**src/rtl/wsw_defines.svh**
```systemverilog
// constants for the watchdog, sleep and wake control block
// assumes a 100 MHz system clock and a separate free-running watchdog rc oscillator input, synchronised inside
//
// Contract
// [RULE1] pin interrupt flag sampled at phase one
// [RULE2] interrupt entry latency three to four cycles
// [RULE3] pin flag may set from phase four to one
// [RULE4] entry saves only return address
// [RULE5] watchdog runs on its own oscillator tick
// [RULE6] timeout while running resets the device
// [RULE7] timeout while asleep wakes, no reset
// [RULE8] fuse clear keeps watchdog disabled
// [RULE9] unscaled timeout nominally 18 ms
// [RULE10] option register assigns prescaler up to 128
// [RULE11] clear or sleep resets counter and prescaler
// [RULE12] every timeout clears timeout status bit
// [RULE13] crystal wake holds watchdog until startup done
// [RULE14] sleep entry clears watchdog, sets status bits
// [RULE15] watchdog reset never drives master clear pin
// [RULE16] pin wake resets; others continue execution
// [RULE17] powerdown bit set at power-up, cleared sleeping
// [RULE18] only listed sources may wake from sleep
// [RULE19] enabled interrupt wakes regardless of global enable
// [RULE20] global enable wake runs next, then vectors
// [RULE21] pending enabled flag leaves sleep at once
// [RULE22] every wake clears the watchdog counter
// [RULE23] service clears global enable, pushes, vectors
// [RULE24] select bits give powers of two ratios
`ifndef WSW_DEFINES_SVH
`define WSW_DEFINES_SVH
// ==========================================================
// register byte addresses
`define WSW_ADR_INTCTL 8'h00
`define WSW_ADR_PINCHG 8'h04
`define WSW_ADR_PFLAGS 8'h08
`define WSW_ADR_PENABL 8'h0C
`define WSW_ADR_OPTION 8'h10
`define WSW_ADR_STATUS 8'h14
`define WSW_ADR_CMD 8'h18
// ==========================================================
// reset values
`define WSW_RST_INTCTL 8'h00
`define WSW_RST_OPTION 8'hFF
// ==========================================================
// field positions
`define WSW_IC_GIE 7
`define WSW_IC_PERIPHERAL_INT_ENABLE 6
`define WSW_IC_TIMER0_OVERFLOW_ENABLE 5
`define WSW_IC_EXTE 4
`define WSW_IC_PCHE 3
`define WSW_IC_TIMER0_OVERFLOW_FLAG 2
`define WSW_IC_EXTF 1
`define WSW_IC_PCHF 0
`define WSW_OPT_EDGE 6
`define WSW_OPT_PSA 3
`define WSW_ST_TO 1
`define WSW_ST_PD 0
`define WSW_CMD_CLR 0
`define WSW_CMD_SLEEP 1
`define WSW_PIR_MASK 8'h7B
// ==========================================================
// timing: watchdog base period in ms and its tick counts
`define WSW_WDT_MS 18
`define WSW_WDT_TICK_KHZ 31
`define WSW_WDT_TICKS (`WSW_WDT_MS * `WSW_WDT_TICK_KHZ)
`define WSW_VECTOR 13'h0004
`endif

```
**src/rtl/wsw_pkg.sv**
```systemverilog
// types for the watchdog, sleep and wake control block
// no assumptions beyond the defines header
package wsw_pkg;
    typedef enum logic [1:0] {
        WSW_RUN,
        WSW_SLEEP,
        WSW_HOLD
    } wsw_pwr_t;
    typedef enum logic [1:0] {
        WSW_Q1,
        WSW_Q2,
        WSW_Q3,
        WSW_Q4
    } wsw_phase_t;
endpackage : wsw_pkg

```
**src/rtl/wsw_top.sv**
```systemverilog
// watchdog, sleep entry, wake and interrupt entry control
// assumes the core gives clear and sleep strobes; watchdog tick comes from the rc oscillator
//
// The address map and the Wishbone slave port are this design's own decisions.
`timescale 1ns/1ps
`include "wsw_defines.svh"
module wsw_top #(
    parameter int WDT_TICKS = `WSW_WDT_TICKS,
    parameter int PC_W = 13
) (
    input wire logic clk_i,
    input wire logic rst_i,
    input wire logic [7:0] wb_adr_i,
    input wire logic [31:0] wb_dat_i,
    output logic [31:0] wb_dat_o,
    input wire logic wb_we_i,
    input wire logic [3:0] wb_sel_i,
    input wire logic wb_cyc_i,
    input wire logic wb_stb_i,
    output logic wb_ack_o,
    input wire logic wdt_tick_i,
    input wire logic watchdog_fuse_enable_i,
    input wire logic crystal_mode_i,
    input wire logic osc_startup_done_i,
    input wire logic master_clear_pin_i,
    input wire logic ext_pin_i,
    input wire logic port_change_i,
    input wire logic timer0_overflow_i,
    input wire logic [7:0] periph_event_i,
    input wire logic [PC_W-1:0] pc_i,
    input wire logic int_ack_i,
    output logic device_reset_o,
    output logic master_clear_drive_o,
    output logic osc_run_o,
    output logic io_hold_o,
    output wsw_pkg::wsw_phase_t phase_o,
    output logic int_take_o,
    output logic stack_push_o,
    output logic [PC_W-1:0] stack_data_o,
    output logic [PC_W-1:0] vector_o,
    output logic resume_o
);
    import wsw_pkg::*;
    // ==========================================================
    // registers
    logic [7:0] intctl_reg, pinchg_reg, pflags_reg, penabl_reg, option_reg_q;
    logic timeout_status_n_reg, powerdown_status_n_reg;
    wsw_pwr_t pwr_reg;
    wsw_phase_t phase_reg;
    logic [2:0] ext_sync_reg, tick_sync_reg;
    logic ext_last_reg, tick_last_reg;
    logic [31:0] wdt_cnt_reg;
    logic [7:0] pre_cnt_reg;
    logic [1:0] lat_cnt_reg;
    logic pend_reg, ack_reg;
    // ==========================================================
    // bus decode
    logic bus_req, wr_en, clr_cmd, sleep_cmd;
    assign bus_req = wb_cyc_i & wb_stb_i & ~ack_reg;
    assign wr_en = bus_req & wb_we_i & wb_sel_i[0];
    assign clr_cmd = wr_en & (wb_adr_i == `WSW_ADR_CMD) & wb_dat_i[`WSW_CMD_CLR];
    assign sleep_cmd = wr_en & (wb_adr_i == `WSW_ADR_CMD) & wb_dat_i[`WSW_CMD_SLEEP];
    assign wb_ack_o = ack_reg;
    always_ff @(posedge clk_i) begin
        if (rst_i) begin
            ack_reg <= 1'b0;
            wb_dat_o <= 32'h0;
        end else begin
            ack_reg <= bus_req;
            if (bus_req & ~wb_we_i) begin
                unique case (wb_adr_i)
                    `WSW_ADR_INTCTL: wb_dat_o <= {24'h0, intctl_reg};
                    `WSW_ADR_PINCHG: wb_dat_o <= {24'h0, pinchg_reg};
                    `WSW_ADR_PFLAGS: wb_dat_o <= {24'h0, pflags_reg};
                    `WSW_ADR_PENABL: wb_dat_o <= {24'h0, penabl_reg};
                    `WSW_ADR_OPTION: wb_dat_o <= {24'h0, option_reg_q};
                    `WSW_ADR_STATUS: wb_dat_o <= {30'h0, timeout_status_n_reg,
                                                  powerdown_status_n_reg};
                    default: wb_dat_o <= 32'h0;
                endcase
            end
        end
    end
    // ==========================================================
    // instruction phase counter
    always_ff @(posedge clk_i) begin
        if (rst_i) begin
            phase_reg <= WSW_Q1;
        end else begin
            unique case (phase_reg)
                WSW_Q1: phase_reg <= WSW_Q2;
                WSW_Q2: phase_reg <= WSW_Q3;
                WSW_Q3: phase_reg <= WSW_Q4;
                WSW_Q4: phase_reg <= WSW_Q1;
            endcase
        end
    end
    assign phase_o = phase_reg;
    // ==========================================================
    // pin synchronisers: three flops, act when second and third agree
    logic ext_lvl, ext_edge, tick_lvl, tick_rise, edge_win;
    always_ff @(posedge clk_i) begin
        if (rst_i) begin
            ext_sync_reg <= 3'h0;
            tick_sync_reg <= 3'h0;
            ext_last_reg <= 1'b0;
            tick_last_reg <= 1'b0;
        end else begin
            ext_sync_reg <= {ext_sync_reg[1:0], ext_pin_i};
            tick_sync_reg <= {tick_sync_reg[1:0], wdt_tick_i};
            if (ext_sync_reg[1] == ext_sync_reg[2]) begin
                ext_last_reg <= ext_sync_reg[2];
            end
            if (tick_sync_reg[1] == tick_sync_reg[2]) begin
                tick_last_reg <= tick_sync_reg[2];
            end
        end
    end
    assign ext_lvl = (ext_sync_reg[1] == ext_sync_reg[2]) ? ext_sync_reg[2] : ext_last_reg;
    assign tick_lvl = (tick_sync_reg[1] == tick_sync_reg[2]) ? tick_sync_reg[2] : tick_last_reg;
    // edge select bit picks rising (1) or falling (0)
    assign ext_edge = option_reg_q[`WSW_OPT_EDGE] ? (ext_lvl & ~ext_last_reg)
                                                  : (~ext_lvl & ext_last_reg);
    assign tick_rise = tick_lvl & ~tick_last_reg;
    // the flag may only be set in the q4-q1 window; edges elsewhere wait for it
    logic ext_pend_reg;
    assign edge_win = (phase_reg == WSW_Q4) | (phase_reg == WSW_Q1); // RULE3
    always_ff @(posedge clk_i) begin
        if (rst_i) begin
            ext_pend_reg <= 1'b0;
        end else if (edge_win) begin
            ext_pend_reg <= 1'b0;
        end else if (ext_edge) begin
            ext_pend_reg <= 1'b1;
        end
    end
    // ==========================================================
    // interrupt flags and enables; hardware set wins over software clear
    logic [7:0] ic_wmask, ic_set, pir_set;
    assign ic_set = {5'h0, timer0_overflow_i, (ext_edge | ext_pend_reg) & edge_win, // RULE3
                     port_change_i};
    assign ic_wmask = (wr_en && wb_adr_i == `WSW_ADR_INTCTL) ? 8'hFF : 8'h00;
    assign pir_set = periph_event_i & `WSW_PIR_MASK;
    logic take_int;
    always_ff @(posedge clk_i) begin
        if (rst_i) begin
            intctl_reg <= `WSW_RST_INTCTL;
            pflags_reg <= 8'h00;
            penabl_reg <= 8'h00;
            pinchg_reg <= 8'h00;
            option_reg_q <= `WSW_RST_OPTION;
        end else begin
            intctl_reg <= ((intctl_reg & ~ic_wmask) | (wb_dat_i[7:0] & ic_wmask)) | ic_set;
            if (take_int) begin
                intctl_reg[`WSW_IC_GIE] <= 1'b0; // RULE23
            end
            if (wr_en && wb_adr_i == `WSW_ADR_PFLAGS) begin
                pflags_reg <= (wb_dat_i[7:0] & `WSW_PIR_MASK) | pir_set;
            end else begin
                pflags_reg <= pflags_reg | pir_set;
            end
            if (wr_en && wb_adr_i == `WSW_ADR_PENABL) begin
                penabl_reg <= wb_dat_i[7:0] & `WSW_PIR_MASK;
            end
            if (wr_en && wb_adr_i == `WSW_ADR_PINCHG) begin
                pinchg_reg <= wb_dat_i[7:0] & 8'h3F;
            end
            if (wr_en && wb_adr_i == `WSW_ADR_OPTION) begin
                option_reg_q <= wb_dat_i[7:0];
            end
        end
    end
    // ==========================================================
    // pending source: flag and individual enable, global enable ignored
    logic src_ic, src_pir, any_pend, global_int_enable;
    assign global_int_enable = intctl_reg[`WSW_IC_GIE];
    assign src_ic = (intctl_reg[`WSW_IC_TIMER0_OVERFLOW_ENABLE] & intctl_reg[`WSW_IC_TIMER0_OVERFLOW_FLAG])
                  | (intctl_reg[`WSW_IC_EXTE] & intctl_reg[`WSW_IC_EXTF])
                  | (intctl_reg[`WSW_IC_PCHE] & intctl_reg[`WSW_IC_PCHF]);
    assign src_pir = intctl_reg[`WSW_IC_PERIPHERAL_INT_ENABLE] & |(pflags_reg & penabl_reg);
    assign any_pend = src_ic | src_pir;
    // timer0 cannot run asleep, so only the listed sources wake
    logic wake_src;
    assign wake_src = (intctl_reg[`WSW_IC_EXTE] & intctl_reg[`WSW_IC_EXTF]) // RULE18
                    | (intctl_reg[`WSW_IC_PCHE] & intctl_reg[`WSW_IC_PCHF])
                    | src_pir; // RULE19
    // ==========================================================
    // power state, watchdog and status bits
    logic wdt_en, wdt_clr, pre_step, wdt_step, wdt_tmo, prescaler_assign, sleep_go, wake_int, master_clear_pin_wake;
    logic [2:0] ps_sel;
    logic [7:0] pre_lim;
    assign wdt_en = watchdog_fuse_enable_i; // RULE8
    assign prescaler_assign = option_reg_q[`WSW_OPT_PSA];
    assign ps_sel = option_reg_q[2:0];
    assign pre_lim = prescaler_assign ? 8'(8'h01 << ps_sel) : 8'h01; // RULE24 RULE10
    // a sleep with an enabled pending source and gie clear completes as a no-op
    assign sleep_go = sleep_cmd & (pwr_reg == WSW_RUN) & ~(any_pend & ~global_int_enable);
    assign wake_int = (pwr_reg == WSW_SLEEP) & wake_src; // RULE21
    assign master_clear_pin_wake = (pwr_reg == WSW_SLEEP) & master_clear_pin_i;
    assign wdt_clr = clr_cmd | sleep_go | (pwr_reg == WSW_HOLD) // RULE11 RULE13
                   | wake_int | master_clear_pin_wake; // RULE22
    assign pre_step = wdt_en & tick_rise; // RULE5
    assign wdt_step = pre_step & (pre_cnt_reg == pre_lim - 8'h01);
    assign wdt_tmo = wdt_step & (wdt_cnt_reg == 32'(WDT_TICKS - 1)) & ~wdt_clr; // RULE9
    always_ff @(posedge clk_i) begin
        if (rst_i) begin
            wdt_cnt_reg <= 32'h0;
            pre_cnt_reg <= 8'h0;
        end else if (wdt_clr | ~wdt_en | wdt_tmo) begin
            wdt_cnt_reg <= 32'h0;
            pre_cnt_reg <= 8'h0;
        end else if (pre_step) begin
            pre_cnt_reg <= wdt_step ? 8'h0 : pre_cnt_reg + 8'h01;
            if (wdt_step) begin
                wdt_cnt_reg <= wdt_cnt_reg + 32'h1;
            end
        end
    end
    always_ff @(posedge clk_i) begin
        if (rst_i) begin
            pwr_reg <= WSW_RUN;
            timeout_status_n_reg <= 1'b1;
            powerdown_status_n_reg <= 1'b1; // RULE17
            device_reset_o <= 1'b0;
            resume_o <= 1'b0;
        end else begin
            device_reset_o <= 1'b0;
            resume_o <= 1'b0;
            unique case (pwr_reg)
                WSW_RUN: begin
                    if (wdt_tmo) begin
                        device_reset_o <= 1'b1; // RULE6
                        timeout_status_n_reg <= 1'b0; // RULE12
                    end else if (sleep_go) begin
                        pwr_reg <= WSW_SLEEP;
                        powerdown_status_n_reg <= 1'b0; // RULE14 RULE17
                        timeout_status_n_reg <= 1'b1; // RULE14
                    end
                end
                WSW_SLEEP: begin
                    if (master_clear_pin_wake) begin
                        pwr_reg <= WSW_RUN;
                        device_reset_o <= 1'b1; // RULE16
                    end else if (wdt_tmo | wake_int) begin
                        if (wdt_tmo) begin
                            timeout_status_n_reg <= 1'b0; // RULE7 RULE12
                        end
                        pwr_reg <= crystal_mode_i ? WSW_HOLD : WSW_RUN;
                        resume_o <= ~crystal_mode_i; // RULE16
                    end
                end
                WSW_HOLD: begin
                    if (osc_startup_done_i) begin
                        pwr_reg <= WSW_RUN;
                        resume_o <= 1'b1; // RULE13
                    end
                end
            endcase
        end
    end
    assign master_clear_drive_o = 1'b0; // RULE15
    assign osc_run_o = (pwr_reg == WSW_RUN); // RULE14
    assign io_hold_o = (pwr_reg != WSW_RUN); // RULE14
    // ==========================================================
    // interrupt entry: flag sampled at q1, taken at the third q1 after, twelve clocks later
    logic samp;
    assign samp = (phase_reg == WSW_Q1) & (pwr_reg == WSW_RUN); // RULE1
    assign take_int = samp & pend_reg & (lat_cnt_reg == 2'd0) & global_int_enable;
    always_ff @(posedge clk_i) begin
        if (rst_i) begin
            pend_reg <= 1'b0;
            lat_cnt_reg <= 2'd0;
        end else if (samp) begin
            if (!pend_reg && any_pend && global_int_enable) begin
                pend_reg <= 1'b1; // RULE2 RULE20
                lat_cnt_reg <= 2'd2;
            end else if (pend_reg && lat_cnt_reg != 2'd0) begin
                lat_cnt_reg <= lat_cnt_reg - 2'd1;
            end else begin
                pend_reg <= 1'b0;
            end
        end
    end
    always_ff @(posedge clk_i) begin
        if (rst_i) begin
            int_take_o <= 1'b0;
            stack_push_o <= 1'b0;
            stack_data_o <= '0;
            vector_o <= '0;
        end else begin
            int_take_o <= take_int;
            stack_push_o <= take_int; // RULE4 RULE23
            if (take_int) begin
                stack_data_o <= pc_i;
                vector_o <= PC_W'(`WSW_VECTOR); // RULE23
            end
        end
    end
endmodule : wsw_top
```
**config.mk**
```make
export PLATFORM = sky130hd
export DESIGN_NAME = wsw_top
export DESIGN_NICKNAME = d
export VERILOG_FILES = /design/src/rtl/wsw_pkg.sv /design/src/rtl/wsw_top.sv
export VERILOG_INCLUDE_DIRS = /design/src /design/src/rtl
export SDC_FILE = /design/constraint.sdc
export NUM_CORES = 1
export LEC_CHECK = 0
export BUFFER_PORTS_ARGS = -buffer_cell sky130_fd_sc_hd__buf_2
export CORE_ASPECT_RATIO = 2
export CORE_MARGIN = 2
export CORE_UTILIZATION = 31
export CTS_CLUSTER_SIZE = 28
export DETAILED_ROUTE_END_ITERATION = 12
export PLACE_DENSITY = 0.57
export SLEW_MARGIN = 25
export SYNTH_ARGS = -nofsm -noshare
export SYNTH_HDL_FRONTEND = slang
export SYNTH_SLANG_ARGS = --single-unit
export TNS_END_PERCENT = 30
```
**constraint.sdc**
```tcl
create_clock -name clk_i -period 4.9 [get_ports clk_i]
set_clock_uncertainty 0.15 [all_clocks]
set_input_delay 0.735 -clock clk_i [delete_from_list [all_inputs] [get_ports clk_i]]
set_output_delay 0.735 -clock clk_i [all_outputs]
set_load 0.02 [all_outputs]
```
==> results_dict.tcl, run 1 <==
set metrics [dict create \
    rsz0062_at_grt "no" \
    r2r_start "option_reg_q[0]" \
    setup_slack_ns 1.555 \
    synth_most_common_cell "dfxtp_1" \
    dr_wl_met2_um 9038 \
    routed_wl_um 15970 \
    worstSkewPairLatency_ns 0.41 \
    vias 5217 \
    fp.dieArea_um2 20640 \
    maxCapViolations 0 \
    synth_warnings 0 \
    synth_edf_count 0 \
    grt_pass1_vias 5175 \
    drt_iter0_drc 140 \
    crit_start "option_reg_q[0]" \
    rr_endpoint "wdt_cnt_reg[18]" \
    htree_levels 4 \
    worst_slew_margin_rel_pct 33.86 \
    layout.area.seq_um2 2362 \
    rows 72 \
    fmax_mhz 298.9 \
    viasPerCell 4.945 \
    place_area_um2 6475 \
    grt_max_degree 78 \
    ys_ff_latch 118 \
    post_cts_resized 0 \
    numCtsBuffers 17 \
    wl_met1_um 5457 \
    critPathLaunchType "register" \
    min_from "tick_sync_reg[0]" \
    end_kind "register" \
    finalPower_uw 2409 \
    portBuffers 79 \
    required_ns 5.04 \
    clk_transition_reported_paths_ns 0.06 \
    fp.dieH_um 201.2 \
    power.leakage_uw 0.002724 \
    antenna_found_initial 0 \
    cp.arrival_ns 3.48 \
    core_area_um2 19190 \
    slew_violations 0 \
    multi_input_area_um2 3247 \
    diodes 0 \
    timing_worst_slew_pin_value_ns 0.9830 \
    fp.dieW_um 102.6 \
    wl_met3_um 543 \
    period_needed_ns 3.345 \
    setup_tns_ns 0 \
    setup_violations 0 \
    place.gp.congestion 0.8273 \
    initial_core_util_pct 31.40 \
    placedCellCount 1024 \
    grt_overflow_total 0 \
    ir_drop_uv 217.9 \
    grt_first_pass_wirelength_um 25950 \
    largest_reg_flops 32 \
    wl_per_cell_um 15.14 \
    postCtsSetupBuffers 0 \
    dp_slack_ns 1.114 \
    drive_above_1_share_pct 16.96 \
    nets 874 \
    top_layer "met4" \
    ys_types 63 \
    syn_avg_cell_area_um2 8.369 \
    synthTopCellsByArea "dfxtp_1 39%, nand2_1 4.9%, buf_4 4.9%, nor2_1 4.4%, a21oi_1 3.8%" \
    track_usage_pct 16.32 \
    hold_viol 0 \
    worst-path-max-fanout 11 \
    finalInstanceArea_um2 7074 \
    ys_async_sr_fraction_pct 0 \
    synth_common_cells "118 x dfxtp_1, 79 x nand2_1, 71 x nor2_1" \
    syn_inst 720 \
    synth.top_cell.area_share_pct 39.20 \
    synth_ff_type "dfxtp_1" \
    crit_type "register to register" \
    dp_hpwl_um 12000 \
    hold_class "register to register" \
    cts.sinks 118 \
    first_pass_iters 4 \
    areaGrowthSynthToFinish_pct 17.40 \
    finalCritPeriodShare_pct 68.27 \
    finalNonFillerCells 1055 \
    io_pins 147 \
    cts_hold_buf 0 \
    fillerInstances 1979 \
    synth_area_um2 6026 \
    cts_tree "yes" \
    final_antenna_net_count 0 \
    outcome "finished, final reports clean" \
    reg2reg_slack_ns 1.55 \
    critPathCapture "wdt_cnt_reg[18]" \
    drcViolationCount 0 \
    synth_top_area_cell "dfxtp_1" \
    cellPowerDensity_nw_per_um2 340.6 \
    cts_root_buffer "clkbuf_16" \
    ff2ff_path_depth 10 \
    synth_seq_area_share_pct 39.20 \
    cts_buffer_depth 2 \
]
per-stage QoR:
stage	utilization (%)	hold slack, ns
after floorplan	-	0.2638
after global placement	33.74	0.2684
after detailed placement	33.74	0.2704
after CTS	36.87	0.2832
after global routing	36.87	0.2988
final	36.87	0.2807
power by group:
part / switching (uW) / internal, uW
logic: 112 / 56.8
registers: 10.8 / 977
clock network: 420 / 833
total: 543 / 1870
logic make-up after synthesis:
kind of cell             Yosys count  share of synthesized area (%)
AND/OR/NAND/NOR                  323                          28.20
flip-flops                       118                          39.20
AO/OA/AOI/OAI                    104                          10.65
buffers and inverters            102                          9.157
XOR/XNOR                          37                          5.378
multiplexers                      24                          5.066
adder cells (fa/ha/maj)           11                          2.284
other                              1                        0.06223
worst min-delay path by stage:
stage,slack [ns],depth (start not counted),to
floorplan,0.26,1,ext_sync_reg[1]
global placement,0.27,1,ext_sync_reg[1]
detailed placement,0.27,1,tick_sync_reg[1]
CTS,0.28,1,tick_sync_reg[1]
global route,0.30,1,tick_sync_reg[1]
finish,0.28,1,tick_sync_reg[1]
area by class of cell:
class	count	share of cell area, %
timing repair buffer	86	6.332
clock inverter	9	1.769
multi-input combinational	536	45.90
clock buffer	22	6.703
tap	259	4.581
inverter	25	1.326
sequential	118	33.39
critical path: stages, from the launching register on:
cell     delay, ns
dfxtp_1       0.40
nor3_1        0.27
nor2b_1       0.08
ha_1          0.33
xnor2_1       0.13
nor3_1        0.30
nand2_1       0.16
or4_4         0.64
or4_1         0.55
xor2_1        0.18
nor2_2        0.05
cells in the final DEF (no fill, tap or decap), drive strengths merged, types with 11 or more instances in the layout:
cell type    n
a211oi      13
a21oi       46
and3        13
buf         86
clkbuf      22
conb        37
dfxtp      118
ha          11
inv         25
mux2i       17
nand2       79
nand3       31
nand4       19
nor2        74
nor2b       12
nor3        15
nor4        21
o21ai       15
xnor2       13
xor2        24
metal layers:
metal	global-route usage (%)	vias to the layer above
met5	0	-
met4	10.52	0
met3	2.709	47
met2	31.12	167
met1	15.10	2417
li1	-	2586
Note: power is estimated with default switching activity, not from simulation.
==> run 2, diff against run 1 <==
- PLACE_DENSITY: 0.57 -> 0.59
- clock period: 4.9 -> 2.85 ns (I/O delays scaled with it)
==> run 2 against run 1 <==
The run now ends with setup timing left. Routed wire length rose by 5.2%. Hold slack worse by 0.21 ns. Sequential share of layout area decreased by 2.2 points. Via count rose by 4.2%. Clock power rose by 79%. Sequential power rose by 72%. Highest routed layer unchanged.
==> results_dict.tcl, run 2 (synthesis gave the netlist of run 1 again) <==
set metrics [dict create \
    outcome "complete, but fails checks" \
    violations "setup timing" \
    maxCapViolations 0 \
    crit_start "option_reg_q[1]" \
    fp.dieW_um 102.6 \
    track_usage_pct 16.60 \
    final_antenna_net_count 0 \
    setup_violations 34 \
    cts_root_buffer "clkbuf_16" \
    setup_tns_ns -2.080 \
    cellPowerDensity_nw_per_um2 559.8 \
    power.leakage_uw 0.003004 \
    required_ns 3.01 \
    antenna_found_initial 0 \
    setup_slack_ns -0.09821 \
    cts_hold_buf 0 \
    final_cell_mix "115 x dfxtp_1, 79 x nand2_1, 79 x buf_2" \
    cts_tree "yes" \
    rows 72 \
    fp.dieH_um 201.2 \
    cp.arrival_ns 3.11 \
    worst_slew_margin_rel_pct 61.49 \
    cts.sinks 118 \
    routed_wl_um 16810 \
    place.gp.congestion 0.8305 \
    dp_hpwl_um 12270 \
    cp_common_cell "or4_4" \
    period_needed_ns 2.948 \
    fillerInstances 1942 \
    fp.dieArea_um2 20640 \
    initial_core_util_pct 31.40 \
    ir_drop_uv 507.5 \
    grt_max_degree 73 \
    first_pass_iters 4 \
    cpLargestDelayFamily "simple AND/OR/NAND/NOR gates" \
    finalPower_uw 4256 \
    timing_worst_slew_pin_value_ns 0.5777 \
    finalCritPeriodShare_pct 103.4 \
    worst-path-max-fanout 5 \
    clk_transition_reported_paths_ns 0.06 \
    slowest_stage "or4_4" \
    drt_iter0_drc 148 \
    slowest_delay_ns 0.57 \
    crit_buf_inv 0 \
    vias 5438 \
    io_pins 147 \
    multi_input_area_um2 3378 \
    path_depth 10 \
    hold_viol 0 \
    diodes 0 \
    fmax_mhz 339.2 \
    ff2ff_path_depth 10 \
    nets 917 \
    cp_cell_sequence "nor3_4 -> nor2b_1 -> ha_2 -> xnor2_2 -> xnor2_1 -> or3_4 -> or4_4 -> or4_4 -> xor2_2 -> nor2_2" \
    hold_class "input pin to register" \
    areaGrowthSynthToFinish_pct 26.16 \
    viasPerCell 4.948 \
    crit_type "register to register" \
    wl_per_cell_um 15.29 \
    dp_slack_ns -0.1196 \
    r2r_start "option_reg_q[1]" \
    slew_violations 0 \
    worstSkewPairLatency_ns 0.42 \
    core_area_um2 19190 \
    portBuffers 79 \
    grt_pass1_vias 5312 \
    drive_above_1_share_pct 24.40 \
    hold_depth 2 \
    numCtsBuffers 17 \
    rsz0062_at_grt "yes" \
    largest_reg_flops 32 \
    end_kind "register" \
    min_from "wdt_tick_i" \
    layout.area.seq_um2 2369 \
    critPathLaunchType "register" \
    final_common_cell "dfxtp_1" \
    grt_overflow_total 0 \
    grt_first_pass_wirelength_um 26430 \
    htree_levels 4 \
    cts_buffer_depth 2 \
    drcViolationCount 0 \
]
run 2: final timing paths:
kind                                          to  slack [ns]
worst min-delay path            tick_sync_reg[0]        0.07
worst max-delay path             wdt_cnt_reg[18]        -0.1
worst max register to register   wdt_cnt_reg[18]        -0.1
worst min register to register   ext_sync_reg[1]        0.29
run 2: where the power goes:
part / switching [uW] / internal [uW] / leakage [uW] / total, uW
combinational: 204 / 117 / 0.00174 / 322
clock: 751 / 1490 / 0.000310 / 2240
sequential: 19.4 / 1680 / 0.000955 / 1700
total: 974 / 3280 / 0.00300 / 4260
run 2: area by class of cell:
| cell class | count | share of cell area, % |
|---|---|---|
| multi-input combinational | 537 | 44.44 |
| clock inverter | 8 | 1.564 |
| clock buffer | 24 | 6.600 |
| tap | 259 | 4.263 |
| sequential | 118 | 31.16 |
| inverter | 25 | 1.234 |
| timing repair buffer | 128 | 10.75 |
run 2: timing repair:
| action | 4_1_cts | 5_1_grt |
|---|---|---|
| buffers inserted | 0 | 5 |
| resized for setup | 8 | 23 |
| endpoints found under the hold margin | 0 | 0 |
| pin swaps | 1 | 13 |
| cloned | 1 | 3 |
| endpoints found under the setup margin | 38 | 45 |
run 2: routing by layer:
metal / track usage, % / share of wire (%)
met3: 3.126 / 3.9
met1: 16.26 / 35
met2: 30.56 / 56
met5: 0 / 0
met4: 10.43 / 5.2
run 2: through the flow:
stage               area (um2)  utilization (%)  hold slack (ns)  instances
CTS                       7442            38.78          0.05414       1091
global placement          6782            35.34           0.2733       1058
global route              7602            39.62          0.07360       1099
detailed placement        6782            35.34           0.2778       1058
floorplan                 6197                -           0.2638        756
finish                    7602            39.62          0.06857       1099
==> run 3, diff against run 2 <==
- HOLD_SLACK_MARGIN: default -> 0.08
==> run 3 against run 2 <==
The flow still finishes with violations (setup timing). Critical path depth is the same. Design area grew 1.2%. Die area is the same. Sequential cell count is the same. Count of clock-buffer cells in the layout is the same. Cell count grew 0.82%. Register-to-register slack is essentially flat. Routed wire length grew 0.63%. Global-route usage grew 0.098 points. Critical endpoint unchanged.
==> results_dict.tcl, run 3 (synthesis gave the netlist of run 1 again) <==
set metrics [dict create \
    outcome "complete, but fails checks" \
    violations "setup timing" \
    ir_drop_uv 506.9 \
    vias 5466 \
    nets 926 \
    hold_ws_ns 0.08648 \
    critPathLaunchType "register" \
    fp.dieArea_um2 20640 \
    end_kind "register" \
    core_area_um2 19190 \
    final_antenna_net_count 0 \
    power.leakage_uw 0.003041 \
    cts_root_buffer "clkbuf_16" \
    slew_violations 0 \
    grt_first_pass_wirelength_um 26600 \
    htree_levels 4 \
    slowest_stage "or4_4" \
    viasPerCell 4.933 \
    drt_iter0_drc 174 \
    dp_hpwl_um 12270 \
    portBuffers 79 \
    first_pass_iters 4 \
    grt_max_degree 73 \
    place_area_um2 6782 \
    place.gp.congestion 0.8305 \
    hold_class "input pin to register" \
    io_pins 147 \
    rsz0062_at_grt "yes" \
    largest_reg_flops 32 \
    setup_violations 34 \
    final_cell_mix "115 x dfxtp_1, 79 x nand2_1, 79 x buf_2" \
    routed_wl_um 16910 \
    placedCellCount 1058 \
    required_ns 3.01 \
    worst_slew_margin_rel_pct 61.36 \
    cellPowerDensity_nw_per_um2 554.5 \
    grt_overflow_total 0 \
    fmax_mhz 338.8 \
    drcViolationCount 0 \
    hold_viol 0 \
    finalInstanceArea_um2 7692 \
    cts_tree "yes" \
    cts.sinks 118 \
    fp.dieH_um 201.2 \
    period_needed_ns 2.951 \
    numCtsBuffers 17 \
    areaGrowthSynthToFinish_pct 27.66 \
    final_common_cell "dfxtp_1" \
    cp_cell_sequence "nor3_4 -> nor2b_1 -> ha_2 -> xnor2_2 -> xnor2_1 -> or3_4 -> or4_4 -> or4_4 -> xor2_2 -> nor2_2" \
    wl_per_cell_um 15.26 \
    cp_common_cell "or4_4" \
    timing_worst_slew_pin_value_ns 0.5796 \
    maxCapViolations 0 \
    clk_transition_reported_paths_ns 0.06 \
    grt_pass1_vias 5347 \
    finalCritPeriodShare_pct 103.6 \
    worstSkewPairLatency_ns 0.42 \
    crit_type "register to register" \
    worst-path-max-fanout 5 \
    cp.arrival_ns 3.12 \
    setup_slack_ns -0.1013 \
    initial_core_util_pct 31.40 \
    antenna_found_initial 0 \
    rows 72 \
    track_usage_pct 16.70 \
    drive_above_1_share_pct 24.15 \
    finalNonFillerCells 1108 \
    slowest_delay_ns 0.57 \
    fp.dieW_um 102.6 \
    cts_buffer_depth 2 \
    diodes 0 \
]
[run 3: cell count changes in the layout (fill, tap and decap cells not counted), sizes merged]
| cell | change |
|---|---|
| dlygate4sd3 | +9 |
[run 3: through the flow]
stage | setup TNS [ns] | util [%] | setup WS [ns] | total power (uW)
after floorplan | -0.1769 | - | -0.05451 | 1967
after global placement | -0.1369 | 35.34 | -0.06015 | 2042
after detailed placement | -1.258 | 35.34 | -0.1196 | 2044
after CTS | -2.152 | 39.25 | -0.1125 | 4310
after global routing | -5.481 | 40.09 | -0.1851 | 4429
final | -2.090 | 40.09 | -0.1013 | 4265
[run 3: routing by layer]
layer  part of all wire [%]  vias to the layer above  GRT usage (%)
li1                       -                     2685              -
met1                     35                     2574          16.21
met2                     56                      158          30.93
met3                    3.7                       49          3.126
met4                    5.3                        0          10.43
met5                      0                        -              0
[run 3: final timing paths]
| path | start | end | slack (ns) | cells after the start |
|---|---|---|---|---|
| hold / removal | ext_pin_i | ext_sync_reg[0] | 0.09 | 2 |
| hold reg to reg | ext_sync_reg[0] | ext_sync_reg[1] | 0.29 | 1 |
| setup reg to reg | option_reg_q[1] | wdt_cnt_reg[18] | -0.10 | 10 |
| setup / recovery | option_reg_q[1] | wdt_cnt_reg[18] | -0.10 | 10 |
[run 3: layout make-up]
class	instances	area (um2)
fill	1935	11500
multi-input combinational	537	3378
sequential	118	2369
timing repair buffer	137	907.1
clock buffer	24	501.7
tap	259	324.1
clock inverter	8	118.9
inverter	25	93.84
[run 3: timing repair]
| item | 4_1_cts | 5_1_grt |
|---|---|---|
| gates resized for setup | 8 | 23 |
| pin swaps | 1 | 13 |
| setup buffers | 0 | 5 |
| setup endpoints to repair | 38 | 45 |
| hold buffers | 9 | 0 |
| gates cloned | 1 | 3 |
| endpoints found under the hold margin | 9 | 0 |
[run 3: power by group]
group | switching (uW) | internal, uW | total (uW)
logic | 206 | 125 | 331
registers | 19.2 | 1680 | 1700
clock network | 751 | 1490 | 2240
[run 3: worst max-delay path: cells and delay by family, from the launching register on]
kind	cells	cell delay, ns
AND/OR/NAND/NOR	6	1.71
XOR/XNOR	3	0.41
flip-flops	1	0.36
adder cells (fa/ha/maj)	1	0.21
